--- config.mk ---
export PLATFORM = sky130hd
export DESIGN_NAME = mrb_device_flat
export DESIGN_NICKNAME = d
export VERILOG_FILES = /design/src/hdl/mrb_pkg.sv /design/src/hdl/mrb_link_if.sv /design/src/hdl/mrb_device.sv /design/src/flat_wrapper.sv
export VERILOG_INCLUDE_DIRS = /design/src /design/src/hdl
export SDC_FILE = /design/constraint.sdc
export NUM_CORES = 1
export LEC_CHECK = 0
export ABC_AREA = 1
export BUFFER_PORTS_ARGS = -buffer_cell sky130_fd_sc_hd__buf_4
export CAP_MARGIN = 40
export CORE_ASPECT_RATIO = 0.7
export CORE_MARGIN = 4
export CORE_UTILIZATION = 55
export DETAILED_ROUTE_END_ITERATION = 6
export PLACE_DENSITY = 0.79
export SLEW_MARGIN = 20
export SYNTH_ARGS = -nofsm -noshare
export SYNTH_HDL_FRONTEND = slang
export SYNTH_SLANG_ARGS = --single-unit
--- constraint.sdc ---
create_clock -name pclk -period 1.8 [get_ports pclk]
set_input_delay 0.09 -clock pclk [delete_from_list [all_inputs] [get_ports pclk]]
set_output_delay 0.09 -clock pclk [all_outputs]
set_load 0.03 [all_outputs]
--- src/hdl/mrb_defines.svh ---
`ifndef MRB_DEFINES_SVH
`define MRB_DEFINES_SVH

// ----------------------------------------
// Mode register addresses and commands
// ----------------------------------------
`define MRB_ADDR_INFO     8'h00
`define MRB_ADDR_FEAT     8'h01
`define MRB_ADDR_CAL      8'h0A
`define MRB_CAL_INIT      8'hFF

// ----------------------------------------
// Feature register fields
// ----------------------------------------
`define MRB_BL_LSB        0
`define MRB_BT_BIT        3
`define MRB_WC_BIT        4
`define MRB_WR_LSB        5
`define MRB_BL4           3'h2
`define MRB_BL8           3'h3
`define MRB_BL16          3'h4
`define MRB_WR_MIN        3'h1
`define MRB_WR_MAX        3'h6
`define MRB_WR_BIAS       4'h2
`define MRB_BL_RST        3'h2
`define MRB_WR_RST        3'h1

// ----------------------------------------
// Information register fields
// ----------------------------------------
`define MRB_ST_LSB        3
`define MRB_ST_NOT_RUN    2'h0
`define MRB_ST_SUPPLY     2'h1
`define MRB_ST_GROUND     2'h2
`define MRB_ST_PASS       2'h3

// ----------------------------------------
// Timing
// ----------------------------------------
`define MRB_CAL_CYCLES    4'h4
`define MRB_TCK_PS        4000
`define MRB_TWR_PS        15000
`define MRB_WR_CODE       (((`MRB_TWR_PS + `MRB_TCK_PS - 1) / `MRB_TCK_PS) - 2)

// ----------------------------------------
// Controller APB map
// ----------------------------------------
`define MRB_APB_CMD       12'h000
`define MRB_APB_STATUS    12'h004
`define MRB_APB_BURST     12'h008

`endif

--- src/hdl/mrb_pkg.sv ---
package mrb_pkg;
    typedef enum logic [1:0] {
        DEV_IDLE,
        DEV_BURST,
        DEV_RECOVER
    } mrb_dev_st_t;

    typedef enum logic [1:0] {
        CTL_IDLE,
        CTL_WAIT_READ
    } mrb_ctl_st_t;
endpackage

--- src/hdl/mrb_link_if.sv ---
`timescale 1ns/1ps
`default_nettype none
interface mrb_link_if (
    input wire logic pclk,
    input wire logic presetn
);
    logic       mr_valid;
    logic       mr_write;
    logic [7:0] mr_addr;
    logic [7:0] mr_wdata;
    logic       mr_rvalid;
    logic [7:0] mr_rdata;
    logic       bst_start;
    logic [3:0] bst_col;
    logic       bst_write_ap;
    logic       bst_busy;
    logic       beat_valid;
    logic [3:0] beat_col;

    modport device (
        input  pclk, presetn, mr_valid, mr_write, mr_addr, mr_wdata,
               bst_start, bst_col, bst_write_ap,
        output mr_rvalid, mr_rdata, bst_busy, beat_valid, beat_col
    );
    modport controller (
        input  pclk, presetn, mr_rvalid, mr_rdata, bst_busy, beat_valid, beat_col,
        output mr_valid, mr_write, mr_addr, mr_wdata, bst_start, bst_col, bst_write_ap
    );
endinterface // mrb_link_if
`default_nettype wire

--- src/hdl/mrb_device.sv ---
// Overview of operation
// Info bit 0 shows auto-init still running.
// Info bits 1 and 2 read zero.
// Bits 4:3 encode calibration pin self test.
// Self test updates only after calibration init.
// Pin tied to supply reports 01.
// Fault codes force factory trim, ignore calibration.
// Pass code proves connection, not resistor value.
// Burst length codes 4, 8, 16 only.
// Bit 3 picks sequential or interleaved order.
// Bit 4 picks no-wrap, four-beat only.
// Write recovery codes 1..6 mean 3..8.
// Wait recovery count before auto precharge.
// Four-beat wrap uses column bits 1:0.
// Eight-beat sequential mod 8 or XOR.
// Sixteen-beat sequential mod 16 only.
// No-wrap gives four consecutive columns.
// Column bit 0 always taken as zero.
// No-wrap starts only at permitted even columns.
// Registers reached only by mode commands.
// Reserved bits written and read as zero.
// Writes to info register change nothing.
// Reserved field codes keep previous setting.
//
// The implementer's own choice: the APB interface to the registers.
`include "mrb_defines.svh"
`timescale 1ns/1ps
`default_nettype none
module mrb_device
    import mrb_pkg::*;
(
    mrb_link_if.device  link,
    input  wire logic   ce,
    input  wire logic   auto_init_busy_pin,
    input  wire logic   zq_tied_supply_pin,
    input  wire logic   zq_short_gnd_pin,
    output logic        factory_trim,
    output logic        calib_done,
    output logic        precharge_start
);

    // ----------------------------------------
    // Pin synchronisers
    // ----------------------------------------
    logic [2:0] pin_meta;
    logic [2:0] pin_sync;

    always_ff @(posedge link.pclk or negedge link.presetn) begin
        if (!link.presetn) begin
            pin_meta <= 3'h7;
            pin_sync <= 3'h7;
        end else if (ce) begin
            pin_meta <= {auto_init_busy_pin, zq_tied_supply_pin, zq_short_gnd_pin};
            pin_sync <= pin_meta;
        end
    end

    // ----------------------------------------
    // Feature settings
    // ----------------------------------------
    logic [2:0] burst_length;
    logic       burst_order_type;
    logic       wrap_select;
    logic [2:0] write_recovery_cycles;
    logic [2:0] wd_bl;
    logic [2:0] wd_wr;
    logic       feat_wr;

    assign wd_bl   = link.mr_wdata[`MRB_BL_LSB +: 3];
    assign wd_wr   = link.mr_wdata[`MRB_WR_LSB +: 3];
    assign feat_wr = link.mr_valid && link.mr_write && link.mr_addr == `MRB_ADDR_FEAT;

    always_ff @(posedge link.pclk or negedge link.presetn) begin
        if (!link.presetn) begin
            burst_length          <= `MRB_BL_RST;
            burst_order_type      <= 1'b0;
            wrap_select           <= 1'b0;
            write_recovery_cycles <= `MRB_WR_RST;
        end else if (ce && feat_wr) begin
            if (wd_bl == `MRB_BL4 || wd_bl == `MRB_BL8 || wd_bl == `MRB_BL16) begin // see R8
                burst_length <= wd_bl;
            end
            burst_order_type <= link.mr_wdata[`MRB_BT_BIT];
            wrap_select      <= link.mr_wdata[`MRB_WC_BIT];
            if (wd_wr >= `MRB_WR_MIN && wd_wr <= `MRB_WR_MAX) begin // see R11
                write_recovery_cycles <= wd_wr;
            end
        end
    end

    // ----------------------------------------
    // Calibration self test
    // ----------------------------------------
    logic [1:0] calib_pin_selftest_result;
    logic [3:0] cal_cnt;
    logic       cal_run;
    logic       cal_fault;

    assign cal_fault = calib_pin_selftest_result == `MRB_ST_SUPPLY ||
                       calib_pin_selftest_result == `MRB_ST_GROUND;

    always_ff @(posedge link.pclk or negedge link.presetn) begin
        if (!link.presetn) begin
            calib_pin_selftest_result <= `MRB_ST_NOT_RUN;
            cal_cnt                   <= 4'h0;
            cal_run                   <= 1'b0;
            calib_done                <= 1'b0;
        end else if (ce) begin
            calib_done <= 1'b0;
            if (cal_run) begin
                cal_cnt <= cal_cnt - 4'h1;
                if (cal_cnt == 4'h1) begin
                    cal_run    <= 1'b0;
                    calib_done <= 1'b1;
                    if (pin_sync[1]) begin
                        calib_pin_selftest_result <= `MRB_ST_SUPPLY; // see R3 see R4
                    end else if (pin_sync[0]) begin
                        calib_pin_selftest_result <= `MRB_ST_GROUND; // see R3
                    end else begin
                        calib_pin_selftest_result <= `MRB_ST_PASS; // see R3 see R4
                    end
                end
            end else if (link.mr_valid && link.mr_write && link.mr_addr == `MRB_ADDR_CAL &&
                         link.mr_wdata == `MRB_CAL_INIT && !cal_fault) begin
                cal_run <= 1'b1;
                cal_cnt <= `MRB_CAL_CYCLES;
            end
        end
    end

    always_ff @(posedge link.pclk or negedge link.presetn) begin
        if (!link.presetn) begin
            factory_trim <= 1'b0;
        end else if (ce) begin
            factory_trim <= cal_fault;
        end
    end

    // ----------------------------------------
    // Mode register read
    // ----------------------------------------
    always_ff @(posedge link.pclk or negedge link.presetn) begin
        if (!link.presetn) begin
            link.mr_rvalid <= 1'b0;
            link.mr_rdata  <= 8'h00;
        end else if (ce) begin
            link.mr_rvalid <= link.mr_valid && !link.mr_write;
            if (link.mr_valid && !link.mr_write) begin
                if (link.mr_addr == `MRB_ADDR_INFO) begin
                    // Writes to this address never reach any state.
                    link.mr_rdata <= {3'h0, calib_pin_selftest_result, 1'b0, 1'b0, pin_sync[2]}; // see R1 see R2
                end else begin
                    link.mr_rdata <= 8'h00;
                end
            end
        end
    end

    // ----------------------------------------
    // Burst address engine
    // ----------------------------------------
    function automatic logic [3:0] beat_addr(
        input logic [2:0] bl,
        input logic       bt,
        input logic       wc,
        input logic [3:0] start,
        input logic [3:0] idx
    );
        logic [3:0] s;
        s = {start[3:1], 1'b0};
        beat_addr = s + idx;    // see R15
        if (bl == `MRB_BL4 && !wc) begin
            beat_addr = {s[3:2], s[1:0] + idx[1:0]};
        end else if (bl == `MRB_BL8) begin
            if (bt) begin
                beat_addr = {s[3], s[2:0] ^ idx[2:0]};
            end else begin
                beat_addr = {s[3], s[2:0] + idx[2:0]};
            end
        end
    endfunction

    mrb_dev_st_t state;
    logic [3:0]  beat_idx;
    logic [3:0]  last_idx;
    logic [3:0]  start_col;
    logic        write_ap;
    logic [3:0]  rec_cnt;

    always_comb begin
        last_idx = 4'h3;
        if (burst_length == `MRB_BL8) begin
            last_idx = 4'h7;
        end else if (burst_length == `MRB_BL16) begin
            last_idx = 4'hF;
        end
    end

    always_ff @(posedge link.pclk or negedge link.presetn) begin
        if (!link.presetn) begin
            state           <= DEV_IDLE;
            beat_idx        <= 4'h0;
            start_col       <= 4'h0;
            write_ap        <= 1'b0;
            rec_cnt         <= 4'h0;
            link.bst_busy   <= 1'b0;
            link.beat_valid <= 1'b0;
            link.beat_col   <= 4'h0;
            precharge_start <= 1'b0;
        end else if (ce) begin
            link.beat_valid <= 1'b0;
            precharge_start <= 1'b0;
            case (state)
                DEV_IDLE: begin
                    if (link.bst_start) begin
                        state         <= DEV_BURST;
                        start_col     <= link.bst_col;
                        write_ap      <= link.bst_write_ap;
                        beat_idx      <= 4'h0;
                        link.bst_busy <= 1'b1;
                    end
                end
                DEV_BURST: begin
                    link.beat_valid <= 1'b1;
                    link.beat_col   <= beat_addr(burst_length, burst_order_type, wrap_select,
                                                 start_col, beat_idx);
                    beat_idx        <= beat_idx + 4'h1;
                    if (beat_idx == last_idx) begin
                        if (write_ap) begin
                            state   <= DEV_RECOVER;
                            rec_cnt <= {1'b0, write_recovery_cycles} + `MRB_WR_BIAS;
                        end else begin
                            state         <= DEV_IDLE;
                            link.bst_busy <= 1'b0;
                        end
                    end
                end
                DEV_RECOVER: begin
                    rec_cnt <= rec_cnt - 4'h1;
                    if (rec_cnt == 4'h1) begin
                        state           <= DEV_IDLE;
                        precharge_start <= 1'b1;
                        link.bst_busy   <= 1'b0;
                    end
                end
                default: begin
                    state <= DEV_IDLE;
                end
            endcase
        end
    end

endmodule // mrb_device
`default_nettype wire

--- src/flat_wrapper.sv ---
// flat-port wrapper written by rule: the top's interface ports become plain ports
module mrb_device_flat import mrb_pkg::*;
  (ce, auto_init_busy_pin, zq_tied_supply_pin, zq_short_gnd_pin, factory_trim, calib_done, precharge_start, pclk, presetn, link_mr_valid, link_mr_write, link_mr_addr, link_mr_wdata, link_bst_start, link_bst_col, link_bst_write_ap, link_mr_rvalid, link_mr_rdata, link_bst_busy, link_beat_valid, link_beat_col);
  mrb_link_if link_i (.pclk(pclk), .presetn(presetn));
  input  wire logic ce;
  input  wire logic auto_init_busy_pin;
  input  wire logic zq_tied_supply_pin;
  input  wire logic zq_short_gnd_pin;
  output logic factory_trim;
  output logic calib_done;
  output logic precharge_start;
  input wire logic pclk;
  input wire logic presetn;
  input wire logic [$bits(link_i.mr_valid)-1:0] link_mr_valid;
  input wire logic [$bits(link_i.mr_write)-1:0] link_mr_write;
  input wire logic [$bits(link_i.mr_addr)-1:0] link_mr_addr;
  input wire logic [$bits(link_i.mr_wdata)-1:0] link_mr_wdata;
  input wire logic [$bits(link_i.bst_start)-1:0] link_bst_start;
  input wire logic [$bits(link_i.bst_col)-1:0] link_bst_col;
  input wire logic [$bits(link_i.bst_write_ap)-1:0] link_bst_write_ap;
  output wire logic [$bits(link_i.mr_rvalid)-1:0] link_mr_rvalid;
  output wire logic [$bits(link_i.mr_rdata)-1:0] link_mr_rdata;
  output wire logic [$bits(link_i.bst_busy)-1:0] link_bst_busy;
  output wire logic [$bits(link_i.beat_valid)-1:0] link_beat_valid;
  output wire logic [$bits(link_i.beat_col)-1:0] link_beat_col;
  assign link_i.mr_valid = link_mr_valid;
  assign link_i.mr_write = link_mr_write;
  assign link_i.mr_addr = link_mr_addr;
  assign link_i.mr_wdata = link_mr_wdata;
  assign link_i.bst_start = link_bst_start;
  assign link_i.bst_col = link_bst_col;
  assign link_i.bst_write_ap = link_bst_write_ap;
  assign link_mr_rvalid = link_i.mr_rvalid;
  assign link_mr_rdata = link_i.mr_rdata;
  assign link_bst_busy = link_i.bst_busy;
  assign link_beat_valid = link_i.beat_valid;
  assign link_beat_col = link_i.beat_col;
  mrb_device u_core (.link(link_i), .ce(ce), .auto_init_busy_pin(auto_init_busy_pin), .zq_tied_supply_pin(zq_tied_supply_pin), .zq_short_gnd_pin(zq_short_gnd_pin), .factory_trim(factory_trim), .calib_done(calib_done), .precharge_start(precharge_start));
endmodule
==> flow_summary.ini <==
[floorplan]
dieArea_sq_um = 5850
ioPinCount = 48
die_x_um = 89.7
initial_core_util_pct = 58.1
num_rows = 20
coreArea_sq_um = 4430
chipHeight_um = 65.2

[power_and_ir_drop]
fin_total_pwr_mw = 4.27
pwr-share-comb_pct = 42.1
seqPwrFrac_pct = 38.8
powerDensity_nw_per_um2 = 1370
p_int_mw = 2.58
power.share.clock_pct = 19.1
peakVddDrop_v = 0.000629
power.leakage_nw = 1.61
power_switching_mw = 1.69
switching_share_pct = 39.7

[synth]
yosys.area_share.simple_pct = 24.7
synthMuxAreaShare_pct = 2.58
synth_seq_cells = 48
synth_compound_area_share_pct = 8.91
synth_edf_count = 0
netlist_instances = 298
yosys.area_share.adder_pct = 7.10
avgSynthCellArea_sq_um = 8.63
ys.flop_type = dfrtp_1
synthTopCellsByArea = dfrtp_1 39%, nand2_1 12%, dfstp_2 8.2%
yosys.cell_types.count = 35
synth_top_area_share_pct = 38.9
synth_warnings = 0
synth_top_family_by_area = simple AND/OR/NAND/NOR gates
syn_area_sq_um = 2570
synth_top_area_cell = dfrtp_1
synth-xor-area-share_pct = 1.70
ys_seq_area_share_pct = 47.1
synthArstFlopShare_pct = 100

[place]
gp_congestion = 0.820
place_inst = 395
io_buffers = 41
place_ws_ns = 0.0807
postPlaceCellArea_sq_um = 2950
place_hpwl_um = 4150

[cts]
numCtsBuffers = 5
cts_max_path_buffers = 2
postCtsSetupRepairBufs = 0
clock-sinks = 48
htree_levels = 2
clkLatencyLatePin_ns = 0.30
cts_root_buf = clkbuf_8
path_clk_slew_ns = 0.09
cts_tree = yes

[sta]
setup-violations-final = 0
slew_viol_final = 0
rsz0062_at_grt = no
holdWs_ns = 0.0188
slew_headroom_pct = 60.7
layout_setup_ws_ns = 0.123
tightest_slew_ns = 0.590
max_freq_mhz = 596
hold_viol_final = 0
fin_setup_tns_ns = 0
timing.final.crit_share_pct = 93.2
clock_skew_ns = 0.00881
min_period_ns = 1.68

[finish]
fin_util_pct = 70.3
fin_nets = 395
fin_area_sq_um = 3110
n_antenna_cell = 0
drive_gt1_share_pct = 21.9
area_growth_pct = 21.1
final_cells = 407
nFillCells = 349

[worst_setup_path]
cpMostUsedCell = xor2_1
crit_family = adder cells
critPathArrivalTime_ns = 1.91
worstRegToRegCells = 6
slowest_delay_ns = 0.44
path_cells = ha_1 -> fa_1 -> xor2_1 -> nand3_1 -> xor2_1 -> o21ai_1
worstSetupPathType = register to register
end_kind = register
cp-start-kind = register
critPathSlowestCell = fa_1
critPathMaxFanout = 4
worst-path-stages = 6
worstPathRequired_ns = 2.03
reg2reg_slack_ns = 0.12
path_buf_inv = 0

[outcome]
status = finished, final reports clean

[hold_path]
hp-class = input port to register
whs_path_depth = 2

[global_route]
grt_max_degree = 49
antenna_found_initial = 0
grt_pass1_wl_um = 9510
overflow = 0
first_global_vias = 2150
grt_usage_pct = 19.7

[drt]
first_pass_iters = 5
drtIter0Drc = 123
drc_errors = 0
postRouteAntennaNets = 0
via_per_inst = 5.21
avgRoutedWirePerCell_um = 13.4
wl_um = 5450
via_count = 2120

[run]
maxCapViolCount = 0
==> per-layer routing <==
| layer | global-route usage (%) | part of all wire, % | vias to the layer above |
|---|---|---|---|
| li1 | - | - | 1065 |
| met1 | 26.0 | 47 | 997 |
| met2 | 33.4 | 48 | 54 |
| met3 | 4.23 | 4.9 | 4 |
| met4 | 5.35 | 0.53 | 0 |
| met5 | 0 | 0 | - |
==> layout by cell type, fill, tap and decap left out, types with 2 or more instances in the layout <==
| cell type | instances |
|---|---|
| inv_1 | 40 |
| o21ai_0 | 15 |
| a21oi_1 | 8 |
| nor3_2 | 2 |
| xor2_1 | 5 |
| dfstp_2 | 8 |
| clkbuf_8 | 6 |
| o21bai_1 | 2 |
| nor3_1 | 3 |
| nor2_1 | 14 |
| mux2_2 | 5 |
| nand3_2 | 3 |
| ha_1 | 12 |
| nand3_1 | 17 |
| dlygate4sd3_1 | 4 |
| o22ai_1 | 2 |
| conb_1 | 5 |
| nand2_1 | 83 |
| nand4_1 | 11 |
| dfrtp_1 | 40 |
| buf_4 | 46 |
| o31ai_1 | 4 |
==> kinds of logic after synthesis <==
group                      Yosys count
and+or+nand+nor                    139
DFF                                 48
buffers and inverters               48
AOI/OAI and AO/OA                   37
adders and majority gates           14
muxes                                6
xor gates and xnor gates             5
other                                1
==> sequential cells by signal, indices dropped and copies added, names as in the netlist <==
signal and count:
u_core.wrap_select 1, u_core.cal_cnt 4, u_core.link.bst_busy 1, u_core.pin_meta 3, u_core.calib_done 1, u_core.write_recovery_cycles 3, u_core.link.mr_rdata 3, u_core.write_ap 1
u_core.link.beat_col 4, u_core.factory_trim 1, u_core.state 2, u_core.pin_sync 3, u_core.burst_length 3, u_core.burst_order_type 1, u_core.link.mr_rvalid 1, u_core.start_col 3
u_core.precharge_start 1, u_core.link.beat_valid 1, u_core.calib_pin_selftest_result 2, u_core.cal_run 1, u_core.beat_idx 4, u_core.rec_cnt 4
==> what timing repair did <==
action                     in CTS  in global routing
hold endpoints to repair       42                  1
setup endpoints to repair       0                  3
resized for setup               0                  2
hold buffers                    3                  1
==> cells in the mapped netlist (3+ instances only) <==
cell type	count
dfstp_2	8
o31ai_1	4
xor2_1	5
a21oi_1	8
mux2_2	5
nor3_1	3
buf_4	5
nand3_1	17
inv_1	40
nand2_1	83
nor2_1	14
o21ai_0	16
nand4_1	11
nand3_2	3
dfrtp_1	40
ha_1	13
==> final cells by class <==
class                           instances  area (sq um)  share of cell area [%]
Inverter                               40           150                    4.82
Tap cell                               55          68.8                    2.21
Clock inverter                          2          38.8                    1.25
Multi-Input combinational cell        206          1180                    37.8
Clock buffer                            6          82.6                    2.65
Sequential cell                        48          1210                    38.9
Timing Repair Buffer                   50           385                    12.4
==> worst paths after layout <==
check                                   startpoint                      end
worst max-delay path            u_core.beat_idx[1]  u_core.link.beat_col[3]
worst min register to register  u_core.pin_meta[1]       u_core.pin_meta[1]
worst min-delay path               link_bst_col[1]      u_core.start_col[1]
max in group asynchronous                  presetn   u_core.burst_length[0]
worst max register to register  u_core.beat_idx[1]  u_core.link.beat_col[3]
min in group asynchronous                  presetn  u_core.link.beat_col[0]
==> power by group through the flow <==
stage	Sequential [mW]	Combinational, mW	Clock, mW
2_1_floorplan	1.78	1.10	0
3_3_place_gp	1.66	1.68	0
3_5_place_dp	1.67	1.77	0
4_1_cts	1.66	1.79	0.829
5_1_grt	1.71	2.04	0.880
6_report	1.66	1.80	0.815
No activity file was read; power rests on OpenSTA's default activity.
